**src/rtl/sfcd_pkg.sv**
```systemverilog
/*
  Shared constants of the serial flash command decoder: opcodes,
  address lengths, command classes and link timing.
  Assumes both ends run on one 100 MHz clock.
*/
package sfcd_pkg;
  // ==========================================================
  // Opcodes
  localparam logic [7:0] OP_IDENTITY_READ = 8'h9F;
  localparam logic [7:0] OP_QUAD_IDENTITY_READ = 8'hAF;
  localparam logic [7:0] OP_UNIQUE_ID_READ = 8'h4B;
  localparam logic [7:0] OP_PARAM_TABLE_READ = 8'h5A;
  localparam logic [7:0] OP_STATUS_ONE_READ = 8'h05;
  localparam logic [7:0] OP_STATUS_TWO_READ = 8'h07;
  localparam logic [7:0] OP_CONFIG_ONE_READ = 8'h35;
  localparam logic [7:0] OP_CONFIG_TWO_READ = 8'h15;
  localparam logic [7:0] OP_CONFIG_THREE_READ = 8'h33;
  localparam logic [7:0] OP_REGISTER_WRITE = 8'h01;
  localparam logic [7:0] OP_WRITE_DISABLE = 8'h04;
  localparam logic [7:0] OP_WRITE_ENABLE = 8'h06;
  localparam logic [7:0] OP_ENTER_ADDR32 = 8'hB7;
  localparam logic [7:0] OP_EXIT_ADDR32 = 8'hE9;
  // ==========================================================
  // Command classes
  typedef enum logic [2:0] {
    SFCD_CLS_NONE = 3'h0,
    SFCD_CLS_NOADDR = 3'h1,
    SFCD_CLS_ADDR32 = 3'h2,
    SFCD_CLS_FOLLOW = 3'h3,
    SFCD_CLS_MODE = 3'h4
  } sfcd_class_t;
  // ==========================================================
  // Field widths and timing
  localparam int BYTE_BITS = 8;
  localparam logic [2:0] ADDR_BYTES_SHORT = 3'h3;
  localparam logic [2:0] ADDR_BYTES_LONG = 3'h4;
  localparam int CLK_PERIOD_NS = 10;
  localparam int LINK_PERIOD_NS = 160;
  localparam int LINK_HALF_CYC = (LINK_PERIOD_NS / 2) / CLK_PERIOD_NS;
endpackage

```
**src/rtl/sfcd_link_if.sv**
```systemverilog
/*
  Link between host SPI controller and flash command decoder.
  Assumes the bench resolves the shared data lines from enables.
*/
`timescale 1ns/1ps
interface sfcd_link_if;
  logic sel_n;      // Chip select, low active
  logic sck;        // Serial clock from host
  logic [3:0] host_dq;    // Host data drive
  logic [3:0] host_dq_oe; // Host drive enables
  logic [3:0] dev_dq;     // Device data drive
  logic [3:0] dev_dq_oe;  // Device drive enables
  logic [3:0] dq;   // Resolved line levels
  // Host end
  modport host (output sel_n, output sck, output host_dq, output host_dq_oe,
    input dev_dq_oe, input dq);
  // Device end
  modport device (input sel_n, input sck, input host_dq_oe, input dq,
    output dev_dq, output dev_dq_oe);
endinterface // sfcd_link_if

```
**src/rtl/sfcd_device.sv**
```systemverilog
/*
  Device end: samples select and clock, counts bits, decodes the
  opcode, decides the address length and keeps the address mode bit.
  Assumes host honours mode 0 framing and clock limits.
*/
`timescale 1ns/1ps
// Function
// - Host drives select/clock/input; device drives output
// - Host and device alternate on data lines
// - Host lowers select before first clock rise
// - Select low throughout; raising ends command
// - Reject command ending off a byte boundary
// - 4-byte read opcodes always take four bytes
// - 4-byte program/erase/lock opcodes take four bytes
// - Reset loads address mode from nonvolatile bit
// - Mode bit set: legacy commands take four bytes
// - Legacy reads follow the address mode bit
// - Legacy program/erase/register commands follow mode bit
// - Identification read takes no address bytes
// - Status and config reads take no address
// - Decode register write, write disable, enable
// - Host keeps parameter/unique reads under 133 MHz
// - B7 enters, E9 exits 4-byte addressing
module sfcd_device (
  // Clock and reset
  input wire logic CLOCK,
  input wire logic RST,
  // Reset sources and nonvolatile default
  input wire logic SOFT_RESET,
  input wire logic NONVOLATILE_CONFIG_TWO_ALEN,
  // Read data to return
  input wire logic [7:0] READ_BYTE,
  // Decode results
  output logic CMD_VALID,
  output logic [7:0] CMD_OPCODE,
  output logic [2:0] CMD_ADDR_BYTES,
  output logic CMD_DONE,
  output logic CMD_REJECT,
  output logic ADDRESS_LENGTH_BIT,
  output logic WRITE_ENABLE_LATCH,
  output logic REG_WRITE_SEEN,
  // Link
  sfcd_link_if.device LINK
);
  logic [1:0] cs_s_q;       // Select synchroniser
  logic [1:0] ck_s_q;       // Clock synchroniser
  logic [1:0] di_s_q;       // Line 0 synchroniser
  logic ck_d_q;             // Previous synchronised clock
  logic rise;
  logic fall;
  logic sel;
  logic [2:0] bitc_q;       // Bit in byte
  logic [7:0] op_sh_q;      // Opcode shift
  logic have_op_q;
  logic drive_q;            // Device output enable
  logic [7:0] out_sh_q;     // Read data shift
  logic frame_end;
  sfcd_pkg::sfcd_class_t cls;
  assign sel = ~cs_s_q[1];
  assign rise = ck_s_q[1] & ~ck_d_q;
  assign fall = ~ck_s_q[1] & ck_d_q;
  // ==========================================================
  // Synchronisers
  always_ff @(posedge CLOCK) begin
    if (RST) begin
      cs_s_q <= 2'h3;
      ck_s_q <= 2'h0;
      di_s_q <= 2'h0;
      ck_d_q <= 1'b0;
    end else begin
      cs_s_q <= {cs_s_q[0], LINK.sel_n};
      ck_s_q <= {ck_s_q[0], LINK.sck};
      di_s_q <= {di_s_q[0], LINK.dq[0]};
      ck_d_q <= ck_s_q[1];
    end
  end
  // ==========================================================
  // Opcode classifier
  always_comb begin
    case (op_sh_q)
      8'h13, 8'h0C, 8'h3C, 8'h6C, 8'hBC, 8'hEC, 8'hEE: cls = sfcd_pkg::SFCD_CLS_ADDR32;
      8'h12, 8'h34, 8'h21, 8'h53, 8'hDC, 8'hE0, 8'hE1, 8'hE2, 8'hE3:
        cls = sfcd_pkg::SFCD_CLS_ADDR32;
      8'h5A, 8'h03, 8'h0B, 8'h3B, 8'h6B, 8'hBB, 8'hEB, 8'hED:
        cls = sfcd_pkg::SFCD_CLS_FOLLOW;
      8'h02, 8'h32, 8'h20, 8'h52, 8'hD8, 8'h65, 8'h71, 8'h44, 8'h42, 8'h48, 8'h3D, 8'h36,
      8'h39, 8'hFB: cls = sfcd_pkg::SFCD_CLS_FOLLOW;
      sfcd_pkg::OP_IDENTITY_READ, sfcd_pkg::OP_QUAD_IDENTITY_READ,
      sfcd_pkg::OP_UNIQUE_ID_READ: cls = sfcd_pkg::SFCD_CLS_NOADDR;
      sfcd_pkg::OP_STATUS_ONE_READ, sfcd_pkg::OP_STATUS_TWO_READ, sfcd_pkg::OP_CONFIG_ONE_READ,
      sfcd_pkg::OP_CONFIG_TWO_READ, sfcd_pkg::OP_CONFIG_THREE_READ:
        cls = sfcd_pkg::SFCD_CLS_NOADDR;
      sfcd_pkg::OP_REGISTER_WRITE, sfcd_pkg::OP_WRITE_DISABLE,
      sfcd_pkg::OP_WRITE_ENABLE: cls = sfcd_pkg::SFCD_CLS_NOADDR;
      sfcd_pkg::OP_ENTER_ADDR32, sfcd_pkg::OP_EXIT_ADDR32: cls = sfcd_pkg::SFCD_CLS_MODE;
      default: cls = sfcd_pkg::SFCD_CLS_NONE; // Unknown opcode
    endcase
  end
  // ==========================================================
  // Bit counter and opcode capture; select high ends frame
  // Any clocked bit makes a frame, so a cut inside the opcode ends one too
  assign frame_end = ~sel & (have_op_q | (bitc_q != 3'h0));
  always_ff @(posedge CLOCK) begin
    if (RST) begin
      bitc_q <= 3'h0;
      have_op_q <= 1'b0;
      op_sh_q <= 8'h00;
    end else if (!sel) begin // Deselected: restart byte count
      bitc_q <= 3'h0;
      have_op_q <= 1'b0;
    end else if (rise) begin
      bitc_q <= bitc_q + 3'h1;
      if (!have_op_q) begin
        op_sh_q <= {op_sh_q[6:0], di_s_q[1]};
        if (bitc_q == 3'h7) begin
          have_op_q <= 1'b1;
        end
      end
    end
  end
  // Captured opcode cleared on reset
  // Decode pulse after eighth bit
  always_ff @(posedge CLOCK) begin
    if (RST) begin
      CMD_VALID <= 1'b0;
      CMD_OPCODE <= 8'h00;
      CMD_ADDR_BYTES <= 3'h0;
    end else begin
      CMD_VALID <= 1'b0;
      if (sel && rise && !have_op_q && bitc_q == 3'h7) begin
        CMD_VALID <= 1'b0;
      end else if (have_op_q && sel && CMD_OPCODE != op_sh_q) begin
        CMD_VALID <= (cls != sfcd_pkg::SFCD_CLS_NONE);
        CMD_OPCODE <= op_sh_q;
        case (cls)
          sfcd_pkg::SFCD_CLS_ADDR32: CMD_ADDR_BYTES <= sfcd_pkg::ADDR_BYTES_LONG;
          sfcd_pkg::SFCD_CLS_FOLLOW: CMD_ADDR_BYTES <= ADDRESS_LENGTH_BIT ?
            sfcd_pkg::ADDR_BYTES_LONG : sfcd_pkg::ADDR_BYTES_SHORT;
          default: CMD_ADDR_BYTES <= 3'h0;
        endcase
      end else if (!have_op_q) begin
        CMD_OPCODE <= 8'h00;
      end
    end
  end
  // ==========================================================
  // Frame end: accept known opcode on byte boundary, else reject
  always_ff @(posedge CLOCK) begin
    if (RST) begin
      CMD_DONE <= 1'b0;
      CMD_REJECT <= 1'b0;
    end else begin
      CMD_DONE <= frame_end && have_op_q && bitc_q == 3'h0 &&
        cls != sfcd_pkg::SFCD_CLS_NONE;
      CMD_REJECT <= frame_end &&
        (!have_op_q || bitc_q != 3'h0 || cls == sfcd_pkg::SFCD_CLS_NONE);
    end
  end
  // Address mode bit: reset loads default, B7/E9 change it
  always_ff @(posedge CLOCK) begin
    if (RST || SOFT_RESET) begin
      ADDRESS_LENGTH_BIT <= NONVOLATILE_CONFIG_TWO_ALEN;
    end else if (frame_end && bitc_q == 3'h0) begin
      if (op_sh_q == sfcd_pkg::OP_ENTER_ADDR32) begin
        ADDRESS_LENGTH_BIT <= 1'b1;
      end else if (op_sh_q == sfcd_pkg::OP_EXIT_ADDR32) begin
        ADDRESS_LENGTH_BIT <= 1'b0;
      end
    end
  end
  // Write enable latch and register write marker
  always_ff @(posedge CLOCK) begin
    if (RST || SOFT_RESET) begin
      WRITE_ENABLE_LATCH <= 1'b0;
      REG_WRITE_SEEN <= 1'b0;
    end else begin
      REG_WRITE_SEEN <= frame_end && bitc_q == 3'h0 && op_sh_q == sfcd_pkg::OP_REGISTER_WRITE;
      if (frame_end && bitc_q == 3'h0) begin
        if (op_sh_q == sfcd_pkg::OP_WRITE_ENABLE) begin
          WRITE_ENABLE_LATCH <= 1'b1;
        end else if (op_sh_q == sfcd_pkg::OP_WRITE_DISABLE) begin
          WRITE_ENABLE_LATCH <= 1'b0;
        end
      end
    end
  end
  // ==========================================================
  // Read data return on line 1 for no-address reads
  always_ff @(posedge CLOCK) begin
    if (RST || !sel) begin
      drive_q <= 1'b0;
      out_sh_q <= 8'h00;
    end else if (fall && have_op_q && !drive_q && cls == sfcd_pkg::SFCD_CLS_NOADDR &&
                 op_sh_q != sfcd_pkg::OP_REGISTER_WRITE && op_sh_q != sfcd_pkg::OP_WRITE_ENABLE &&
                 op_sh_q != sfcd_pkg::OP_WRITE_DISABLE) begin
      drive_q <= 1'b1; // Unknown opcodes never drive
      out_sh_q <= READ_BYTE;
    end else if (fall && drive_q) begin
      out_sh_q <= {out_sh_q[6:0], out_sh_q[7]};
    end
  end
  assign LINK.dev_dq = {2'h0, out_sh_q[7], 1'b0};
  assign LINK.dev_dq_oe = {2'h0, drive_q, 1'b0};
endmodule // sfcd_device

```
**src/flat_wrapper.sv**
```systemverilog
// flat-port wrapper written by rule: the top's interface ports become plain ports
module sfcd_device_flat 
  (CLOCK, RST, SOFT_RESET, NONVOLATILE_CONFIG_TWO_ALEN, READ_BYTE, CMD_VALID, CMD_OPCODE, CMD_ADDR_BYTES, CMD_DONE, CMD_REJECT, ADDRESS_LENGTH_BIT, WRITE_ENABLE_LATCH, REG_WRITE_SEEN, LINK_sel_n, LINK_sck, LINK_host_dq_oe, LINK_dq, LINK_dev_dq, LINK_dev_dq_oe);
  sfcd_link_if LINK_i ();
  input wire logic CLOCK;
  input wire logic RST;
  input wire logic SOFT_RESET;
  input wire logic NONVOLATILE_CONFIG_TWO_ALEN;
  input wire logic [7:0] READ_BYTE;
  output logic CMD_VALID;
  output logic [7:0] CMD_OPCODE;
  output logic [2:0] CMD_ADDR_BYTES;
  output logic CMD_DONE;
  output logic CMD_REJECT;
  output logic ADDRESS_LENGTH_BIT;
  output logic WRITE_ENABLE_LATCH;
  output logic REG_WRITE_SEEN;
  input wire logic [$bits(LINK_i.sel_n)-1:0] LINK_sel_n;
  input wire logic [$bits(LINK_i.sck)-1:0] LINK_sck;
  input wire logic [$bits(LINK_i.host_dq_oe)-1:0] LINK_host_dq_oe;
  input wire logic [$bits(LINK_i.dq)-1:0] LINK_dq;
  output wire logic [$bits(LINK_i.dev_dq)-1:0] LINK_dev_dq;
  output wire logic [$bits(LINK_i.dev_dq_oe)-1:0] LINK_dev_dq_oe;
  assign LINK_i.sel_n = LINK_sel_n;
  assign LINK_i.sck = LINK_sck;
  assign LINK_i.host_dq_oe = LINK_host_dq_oe;
  assign LINK_i.dq = LINK_dq;
  assign LINK_dev_dq = LINK_i.dev_dq;
  assign LINK_dev_dq_oe = LINK_i.dev_dq_oe;
  sfcd_device u_core (.CLOCK(CLOCK), .RST(RST), .SOFT_RESET(SOFT_RESET), .NONVOLATILE_CONFIG_TWO_ALEN(NONVOLATILE_CONFIG_TWO_ALEN), .READ_BYTE(READ_BYTE), .CMD_VALID(CMD_VALID), .CMD_OPCODE(CMD_OPCODE), .CMD_ADDR_BYTES(CMD_ADDR_BYTES), .CMD_DONE(CMD_DONE), .CMD_REJECT(CMD_REJECT), .ADDRESS_LENGTH_BIT(ADDRESS_LENGTH_BIT), .WRITE_ENABLE_LATCH(WRITE_ENABLE_LATCH), .REG_WRITE_SEEN(REG_WRITE_SEEN), .LINK(LINK_i));
endmodule
```
**config.mk**
```make
export PLATFORM = sky130hd
export DESIGN_NAME = sfcd_device_flat
export DESIGN_NICKNAME = d
export VERILOG_FILES = /design/src/rtl/sfcd_pkg.sv /design/src/rtl/sfcd_link_if.sv /design/src/rtl/sfcd_device.sv /design/src/flat_wrapper.sv
export SDC_FILE = /design/constraint.sdc
export NUM_CORES = 1
export LEC_CHECK = 0
export CAP_MARGIN = 20
export CORE_MARGIN = 5
export CORE_UTILIZATION = 50
export DETAILED_ROUTE_END_ITERATION = 16
export DONT_BUFFER_PORTS = 1
export SLEW_MARGIN = 15
export SYNTH_ARGS = -nofsm -noshare
export SYNTH_HDL_FRONTEND = slang
export SYNTH_SLANG_ARGS = --single-unit
```
**constraint.sdc**
```tcl
create_clock -name CLOCK -period 4.5 [get_ports CLOCK]
set_clock_uncertainty 0.15 [all_clocks]
set_input_delay 0.45 -clock CLOCK [delete_from_list [all_inputs] [get_ports CLOCK]]
set_output_delay 0.45 -clock CLOCK [all_outputs]
set_load 0.005 [all_outputs]
```
==> results of run 1 <==
-- worst max-delay path by stage --
stage / start / end / cells past startpoint
6_report: u_core.op_sh_q[1] / u_core.out_sh_q[3] / 6
5_1_grt: u_core.op_sh_q[1] / u_core.out_sh_q[3] / 6
4_1_cts: u_core.op_sh_q[1] / u_core.out_sh_q[3] / 6
3_5_place_dp: u_core.op_sh_q[1] / u_core.out_sh_q[3] / 6
3_3_place_gp: u_core.op_sh_q[1] / u_core.out_sh_q[4] / 6
2_1_floorplan: u_core.op_sh_q[3] / u_core.out_sh_q[0] / 7
-- metrics by stage --
stage | power (mW) | hold slack, ps | cell area, µm²
6_report | 0.659 | 67.4 | 2510
5_1_grt | 0.692 | 44.0 | 2510
4_1_cts | 0.667 | 62.4 | 2510
3_5_place_dp | 0.417 | 255 | 2420
3_3_place_gp | 0.417 | 242 | 2420
2_1_floorplan | 0.422 | 239 | 2530
-- cell type report --
cell class / count / area (µm²)
clock buffer: 6 / 82.6
clock inverter: 2 / 10.0
sequential: 44 / 891
inverter: 4 / 15.0
fill: 456 / 2270
tap: 67 / 83.8
multi-input combinational: 212 / 1430
-- cell usage after synthesis (4+ instances only) --
| cell | number | area, µm² |
|---|---|---|
| clkbuf_1 | 7 | 26.3 |
| o221a_1 | 8 | 90.1 |
| xnor2_1 | 12 | 105 |
| nor2_1 | 18 | 67.6 |
| nand2_1 | 26 | 97.6 |
| nor4bb_1 | 6 | 60.1 |
| a21oi_1 | 15 | 75.1 |
| o21a_1 | 8 | 60.1 |
| nor2b_1 | 14 | 87.6 |
| a22o_1 | 8 | 70.1 |
| buf_4 | 14 | 105 |
| inv_1 | 4 | 15.0 |
| dfxtp_1 | 43 | 861 |
| nor3b_1 | 5 | 37.5 |
| nand3_1 | 6 | 30.0 |
| nand4_1 | 7 | 43.8 |
| nand3b_1 | 4 | 30.0 |
| buf_2 | 6 | 30.0 |
| nor3_1 | 4 | 20.0 |
-- layout by cell type (no fill, tap or decap), types with 2 or more instances in the layout --
| cell | synthesis | layout |
|---|---|---|
| a22o_1 | 8 | 8 |
| mux2i_1 | 2 | 2 |
| clkinv_2 | 0 | 2 |
| o2111ai_1 | 3 | 3 |
| nand3_1 | 6 | 6 |
| nor2_1 | 18 | 18 |
| nand2b_1 | 3 | 3 |
| or2_1 | 2 | 2 |
| nor4b_1 | 3 | 3 |
| xnor2_1 | 12 | 12 |
| nand4b_1 | 2 | 2 |
| inv_1 | 4 | 4 |
| and3_1 | 3 | 3 |
| ha_1 | 3 | 3 |
| and4b_1 | 2 | 2 |
| nand3b_1 | 4 | 4 |
| and3b_1 | 2 | 2 |
| nor4_1 | 3 | 3 |
| and2_1 | 3 | 3 |
| o21ai_1 | 3 | 3 |
| nor4bb_1 | 6 | 6 |
| o211ai_1 | 2 | 2 |
| conb_1 | 1 | 6 |
| dfxtp_1 | 43 | 43 |
| a21oi_1 | 15 | 15 |
| nor3b_1 | 5 | 5 |
| clkbuf_8 | 0 | 6 |
| nor2b_1 | 14 | 14 |
| o221a_1 | 8 | 8 |
| or2_2 | 3 | 3 |
| a22oi_1 | 2 | 2 |
| o21ai_0 | 3 | 3 |
| nand4_1 | 7 | 7 |
| o21a_1 | 8 | 8 |
| nor3_1 | 4 | 4 |
| nand2_1 | 26 | 26 |
-- metal layers --
layer  track usage, %  routed length [µm]  vias to the layer above
li1                 -                   -                      989
met1             24.3                2620                      907
met2             24.2                2290                       51
met3             5.21                 325                        6
met4             4.56                  54                        0
met5                0                   0                        -
-- logic make-up after synthesis --
group,count (synthesis),synth area share [%]
AOI/OAI and AO/OA,64,20.0
xor gates and xnor gates,13,4.54
adders and majority gates,3,1.50
buffers and inverters,34,8.08
DFF,44,35.5
muxes,3,1.25
other,1,0.150
and+or+nand+nor,123,29.0
-- critical path, stage by stage, from the launching register on --
cell	delay, ps
dfxtp_1	940
nor2b_1	230
o211ai_1	300
o211ai_2	170
o211ai_4	190
nand2_2	200
o21a_1	220
-- registers in the layout, indices dropped and copies added (netlist names) --
name	flops
u_core.CMD_OPCODE	8
u_core.op_sh_q	8
u_core.out_sh_q	8
u_core.bitc_q	3
u_core.CMD_ADDR_BYTES	2
u_core.ck_s_q	2
u_core.cs_s_q	2
u_core.di_s_q	2
u_core.ADDRESS_LENGTH_BIT	1
u_core.CMD_DONE	1
u_core.CMD_REJECT	1
u_core.CMD_VALID	1
u_core.REG_WRITE_SEEN	1
u_core.WRITE_ENABLE_LATCH	1
u_core.ck_d_q	1
u_core.drive_q	1
u_core.have_op_q	1
-- report_power, final --
part	total [mW]	internal (mW)	switching (mW)
logic	0.0116	0.00570	0.00590
clock network	0.251	0.123	0.128
registers	0.397	0.394	0.00267
total	0.659	0.522	0.137
==> impl_metrics.ini, run 1 <==
[run_status]
status = finished clean

[floorplanning]
start_util_pct = 52.4
die_y_um = 80.8
rows = 25
die_w_um = 80.8
core_um2 = 4790
die_area_um2 = 6530
num_io_pins = 47

[logic_synthesis]
yosys_warnings = 0
synth_cells = 285
netlist-cell-type-count = 61
avgSynthCellArea_um2 = 8.80
synth_edf_count = 1
syn_area_um2 = 2510
ys.flop_type = dfxtp_1
async_flop_share_pct = 0
synth_seq_area_share_pct = 35.5
synth-seq-cells = 44

[global_route]
grt_usage_pct = 16.9
grt-ovfl-total = 0
grt_pass1_vias = 1781
grt_first_pass_wirelength_um = 8750
antenna_found_initial = 0
grt_max_degree = 29

[worst_setup_path]
critPathLaunchType = flip-flop
r2r_start = u_core.op_sh_q[1]
r2r-end = u_core.out_sh_q[3]
path_max_fanout = 28
reg2regPathDepth = 6
arrival_ps = 2550
critPathKind = reg -> reg
cp-end-kind = flip-flop
rrSetupSlack_ps = 1990
worstPathRequired_ps = 4540

[cts]
postCtsHoldBufs = 0
cts_tree = yes
cts_sinks = 44
cts_setup_buffers = 0
clockRootBuffer = clkbuf_8
cts.clk_slew.worst_paths_ps = 80
h-tree-depth = 2
cts_resized = 0
clk_path_buf_depth = 2
insertion_delay_ps = 290
numCtsBuffers = 5

[sta]
finalCriticalPeriod_ps = 2510
max_freq_mhz = 399
relSlewSlack_pct = 37.3
rsz0062_at_grt = false
setup_viol = 0
tightest_slew_ps = 940
setup_tns_ps = 0
fin_crit_sh_pct = 55.7
drv_slew = 0
finalHoldViolCount = 0
fin_ws_ps = 1990

[placement]
pre_cts_ws_ps = 2020
gp_routability_congestion = 0.822
hpwl_um = 3630
portBuffers = 0
dp_cells = 327

[final_layout]
n_antenna_cell = 0
fin_util_pct = 52.5
drive_above_1_share_pct = 7.84
instances_no_fill = 335
syn_to_final_growth_pct = 0.299
fin_nets = 292

[routing]
via_count = 1953
wl_per_cell_um = 15.8
drtIter0Drc = 116
drc = 0
viasPerCell = 5.83
detail-route-antenna-nets = 0
dr.pass1.iters = 4
wirelength_um = 5290

[power]
powerDensity_nw_per_um2 = 262
leakagePower_nw = 0.846
irDropWorstVdd_uv = 186

[min_path]
holdPathStages = 1
min_to = u_core.CMD_ADDR_BYTES[1]
hp-class = in -> reg
min_from = RST

[run]
cap_violations = 0
(Power assumes the default switching activity.)
==> run 2, diff against run 1 <==
--- a/config.mk
+++ b/config.mk
@@ -10,6 +10,7 @@
 export CORE_UTILIZATION = 50
 export DETAILED_ROUTE_END_ITERATION = 16
 export DONT_BUFFER_PORTS = 1
+export PLACE_DENSITY = 0.68
 export SLEW_MARGIN = 15
 export SYNTH_ARGS = -nofsm -noshare
 export SYNTH_HDL_FRONTEND = slang
==> constraint.sdc (replaced) <==
create_clock -name CLOCK -period 2.1 [get_ports CLOCK]
set_clock_uncertainty 0.15 [all_clocks]
set_input_delay 0.21 -clock CLOCK [delete_from_list [all_inputs] [get_ports CLOCK]]
set_output_delay 0.21 -clock CLOCK [all_outputs]
set_load 0.005 [all_outputs]
==> impl_metrics.ini, run 2 (same netlist as run 1, synthesis figures left out) <==
[run_status]
status = finished clean

[final_layout]
n_antenna_cell = 0
syn_to_final_growth_pct = 13.9
largestRegisters = u_core.CMD_OPCODE x8, u_core.op_sh_q x8, u_core.out_sh_q x8
drive_above_1_share_pct = 18.5
layout_common_cells = 37 x dfxtp_1, 26 x nand2_1, 20 x buf_4, 18 x nor2_1, 15 x a21oi_1
fin_nets = 322
final_common_cell = dfxtp_1
register_area_um2 = 906
multi_input_area_um2 = 1460
final_area_um2 = 2860
fillers = 437

[floorplanning]
die_y_um = 80.8
die_area_um2 = 6530
start_util_pct = 52.4
num_io_pins = 47
core_um2 = 4790
rows = 25
die_w_um = 80.8

[worst_setup_path]
arrival_ps = 2000
reg2regPathDepth = 8
r2r_start = u_core.op_sh_q[4]
worst_path_largest_cell_delay_ps = 370
critPathKind = reg -> reg
r2r-end = u_core.CMD_DONE
critPathCapture = u_core.CMD_DONE
cp_num_cells = 8
cp.buffers_inverters = 2
crit_path_top_delay_cell = dfxtp_4
path_delay_family = simple AND/OR/NAND/NOR gates
cp-end-kind = flip-flop
worstPathRequired_ps = 2110
rrSetupSlack_ps = 110
worstPathCellList = buf_4, buf_6, and4b_1, o2111ai_2, nand4_1, nor3b_2, nand4_1, nor3b_2
critPathLaunchType = flip-flop
path_max_fanout = 9
critPathLaunch = u_core.op_sh_q[4]

[cts]
numCtsBuffers = 5
cts_sinks = 44
insertion_delay_ps = 300
cts.clk_slew.worst_paths_ps = 80
clk_path_buf_depth = 2
h-tree-depth = 2
clockRootBuffer = clkbuf_8
cts_tree = yes

[routing]
viasPerCell = 5.74
wirelength_um = 5590
drc = 0
via_count = 2095
wl_per_cell_um = 15.3
detail-route-antenna-nets = 0
drtIter0Drc = 163
dr.pass1.iters = 6

[sta]
fin_ws_ps = 111
fin_crit_sh_pct = 94.7
setup_tns_ps = 0
setup_viol = 0
finalHoldViolCount = 0
relSlewSlack_pct = 48.6
tightest_slew_ps = 768
holdWs_ps = 9.51
finalCriticalPeriod_ps = 1990
drv_slew = 0
rsz0062_at_grt = false
max_freq_mhz = 503

[global_route]
grt_usage_pct = 17.8
antenna_found_initial = 0
grt_first_pass_wirelength_um = 9200
grt_max_degree = 22
grt_pass1_vias = 1913
grt-ovfl-total = 0

[min_path]
hp-class = in -> reg

[placement]
gp_routability_congestion = 0.832
placed_area_um2 = 2630
hpwl_um = 4040
portBuffers = 0
pre_cts_ws_ps = -52.7

[power]
irDropWorstVdd_uv = 373
power_mw = 1.52
powerDensity_nw_per_um2 = 533
leakagePower_nw = 1.02

[run]
cap_violations = 0
## run 2: area by class of cell
type,instances,area share (%)
multi-input cells,212,51.2
flip-flops and latches,44,31.7
repair buffers,30,9.86
well taps,67,2.94
clock buffers,6,2.54
clock inverters,2,1.23
inverters,4,0.526
## run 2: how the worst min path moves through the flow
stage	from	end	slack [ps]	cells after the start
floorplan	SOFT_RESET	u_core.WRITE_ENABLE_LATCH	140	1
global placement	RST	u_core.CMD_ADDR_BYTES[1]	140	1
detailed placement	RST	u_core.CMD_ADDR_BYTES[1]	140	1
CTS	RST	u_core.ADDRESS_LENGTH_BIT	3	2
global route	RST	u_core.CMD_ADDR_BYTES[2]	20	3
finish	RST	u_core.CMD_VALID	10	2
## run 2: where the power goes
group / total, mW / switching, mW / internal [mW] / leakage, nW
logic: 0.0417 / 0.0211 / 0.0206 / 0.606
registers: 0.846 / 0.00535 / 0.840 / 0.362
clock network: 0.634 / 0.281 / 0.353 / 0.0552
total: 1.52 / 0.307 / 1.21 / 1.02
## run 2: worst reg2reg max path, cell delays in order, from the launching register on
cell and delay [ps]:
dfxtp_4 370, buf_4 150, buf_6 130, and4b_1 180, o2111ai_2 180, nand4_1 160
nor3b_2 190, nand4_1 150, nor3b_2 190
## run 2: timing repair
action | in CTS | in global routing
gates resized for setup | 1 | 14
endpoints found under the setup margin | 18 | 22
setup buffers | 0 | 1
hold endpoints to repair | 22 | 0
cloned | 0 | 0
hold buffers | 6 | 0
pin swaps | 0 | 6
## run 2: per-stage QoR
stage	utilization, %	cells
5_1_grt	59.7	365
3_3_place_gp	55.0	350
2_1_floorplan	-	290
3_5_place_dp	55.0	350
6_report	59.7	365
4_1_cts	58.5	364
## run 2: per-layer routing
metal,up-vias,GRT usage (%),share of wire [%]
met2,57,28.4,46
met3,7,4.32,6.1
li1,1045,-,-
met4,0,5.41,1.3
met1,986,23.9,47
met5,-,0,0
==> run 3, diff against run 2 <==
--- a/config.mk
+++ b/config.mk
@@ -5,9 +5,11 @@
 export SDC_FILE = /design/constraint.sdc
 export NUM_CORES = 1
 export LEC_CHECK = 0
+export ABC_AREA = 1
 export CAP_MARGIN = 20
 export CORE_MARGIN = 5
 export CORE_UTILIZATION = 50
+export CTS_BUF_LIST = sky130_fd_sc_hd__clkbuf_16
 export DETAILED_ROUTE_END_ITERATION = 16
 export DONT_BUFFER_PORTS = 1
 export PLACE_DENSITY = 0.68
==> impl_metrics.ini, run 3 <==
[final_layout]
n_antenna_cell = 0
final_common_cell = nand2_1
layout_common_cells = 114 x nand2_1, 72 x nor2_1, 36 x inv_1, 35 x dfxtp_1, 21 x a21oi_1
syn_to_final_growth_pct = 14.3
fin_util_pct = 57.8
instances_no_fill = 488
largestRegisters = u_core.CMD_OPCODE x8, u_core.op_sh_q x8, u_core.out_sh_q x8
fin_nets = 442
drive_above_1_share_pct = 13.6

[power]
power.switching_uw = 371
p_seq_share_pct = 47.1
p_sw_share_pct = 20.6
powerDensity_nw_per_um2 = 623
power_mw = 1.81
power_frac_comb_pct = 4.5
leakagePower_nw = 1.38
irDropWorstVdd_uv = 574
intPower_mw = 1.43
clock_power_share_pct = 48.4

[placement]
hpwl_um = 4450
portBuffers = 0
pre_cts_ws_ps = 89.9
gp_routability_congestion = 0.869
dp_cells = 469

[worst_setup_path]
critPathLaunchType = flip-flop
worstPathRequired_ps = 2170
arrival_ps = 1990
crit_path_top_delay_cell = dfxtp_4
critPathKind = reg -> reg
worstPathCellList = inv_2, nand2_4, nor2_1, o21ai_0, nand3_1, nor2_2, buf_4, nor2_1, nand2_1, a21oi_1
worst_path_largest_cell_delay_ps = 370
cp-end-kind = flip-flop
cp_common_cell = nor2_1
path_max_fanout = 6

[floorplanning]
die_y_um = 81.2
rows = 26
num_io_pins = 47
start_util_pct = 50.6
die_area_um2 = 6590
core_um2 = 5010
die_w_um = 81.2

[sta]
rsz0062_at_grt = true
finalCriticalPeriod_ps = 1920
fin_crit_sh_pct = 91.6
max_freq_mhz = 520
holdWs_ps = 30.6
drv_slew = 0
fin_ws_ps = 177
finalHoldViolCount = 0
setup_viol = 0

[cts]
clockRootBuffer = clkbuf_16
cts.clk_slew.worst_paths_ps = 60
insertion_delay_ps = 280
numCtsBuffers = 5
cts_tree = yes
cts_sinks = 44
h-tree-depth = 2
clk_path_buf_depth = 2

[routing]
drtIter0Drc = 197
detail-route-antenna-nets = 0
via_count = 2409
dr.pass1.iters = 4
wl_per_cell_um = 12.2
drc = 0
viasPerCell = 4.94
wirelength_um = 5950

[run]
cap_violations = 0

[global_route]
grt-ovfl-total = 0
grt_pass1_vias = 2274
grt_first_pass_wirelength_um = 9890
grt_use_met1_pct = 25.1
grt_use_met3_pct = 4.32
use_met2_pct = 31.9
grt_max_degree = 19
grt_usage_pct = 19.4
top_usage_layer = met2
antenna_found_initial = 0

[logic_synthesis]
yosysMostFrequentCell = nand2_1
yosys-top-cells-count = 117 x nand2_1, 76 x nor2_1, 43 x dfxtp_1
synth-seq-cells = 44
ys.flop_type = dfxtp_1
avgSynthCellArea_um2 = 6.29
synth_seq_area_share_pct = 35.1
synth_cells = 403
synth_top_cells_by_area = dfxtp_1 34%, nand2_1 17%, nor2_1 11%, inv_1 5.5%, a21oi_1 4.1%
netlist.top_cell.by_area = dfxtp_1
async_flop_share_pct = 0
synth_top_area_share_pct = 34.0
yosys_warnings = 0
syn_area_um2 = 2530
netlist-cell-type-count = 29
synth_edf_count = 1

[run_status]
status = finished clean

[min_path]
hp-class = in -> reg
## run 3: changes by cell type in the layout (fill, tap and decap cells not counted), sizes merged, moves of 8 or more
cell,previous run,this run
nor2b,14,0
o22ai,0,8
nor2,19,83
nand3,6,22
o21a,8,0
o21ai,7,19
buf,24,9
nand2,27,120
inv,4,45
o221a,8,0
xnor2,12,0
a22o,8,0
## run 3: final timing paths
path	startpoint	endpoint	slack (ps)	depth (start not counted)
setup reg to reg	u_core.op_sh_q[7]	u_core.CMD_ADDR_BYTES[1]	180	10
setup / recovery	u_core.op_sh_q[7]	u_core.CMD_ADDR_BYTES[1]	180	10
hold / removal	READ_BYTE[7]	u_core.out_sh_q[7]	30	4
hold reg to reg	u_core.ck_s_q[0]	u_core.ck_s_q[1]	250	2
## run 3: power groups by stage
stage | Combinational (mW) | Clock [mW] | Sequential, mW
2_1_floorplan | 0.0594 | 0 | 0.871
3_5_place_dp | 0.0624 | 0 | 0.874
6_report | 0.0820 | 0.873 | 0.850
3_3_place_gp | 0.0616 | 0 | 0.874
4_1_cts | 0.0782 | 0.891 | 0.855
5_1_grt | 0.0933 | 0.930 | 0.851
## run 3: kinds of logic (layout without fill, tap and decap cells)
logic type	Yosys count	after routing	share of synthesized area, %
AOI/OAI and AO/OA	48	48	9.87
buffers and inverters	62	72	11.1
adders and majority gates	3	3	1.48
xor gates and xnor gates	4	4	1.38
DFF	44	44	35.1
and+or+nand+nor	241	241	40.9
other	1	6	0.148
## run 3: metrics by stage
step                setup TNS [ps]  area, µm²
floorplan                        0       2550
global placement                 0       2580
detailed placement               0       2580
CTS                              0       2840
global route                 -30.2       2900
finish                           0       2900
## run 3: critical path, delay by kind of cell, from the launching register on
| kind | cells | cell delay (ps) |
|---|---|---|
| compound gates | 2 | 310 |
| simple gates | 6 | 790 |
| flops | 1 | 370 |
| buf+inv | 2 | 250 |
## run 3: timing repair
item / in CTS / in global routing
hold buffers: 9 / 0
buffers inserted: 0 / 2
endpoints found under the setup margin: 0 / 13
endpoints found under the hold margin: 15 / 0
gates resized for setup: 0 / 21
## run 3: metal layers
metal  up-vias  wire length (µm)
li1       1281                 -
met1      1061              2800
met2        60              2750
met3         7               323
met4         0                81
met5         -                 0
## run 3: area by class of cell
type	count	area (µm²)
Clock buffer	5	125
Tap cell	70	87.6
Timing Repair Buffer	18	158
Inverter	46	173
Fill cell	490	2110
Sequential cell	44	913
Clock inverter	3	42.5
Multi-Input combinational cell	302	1400
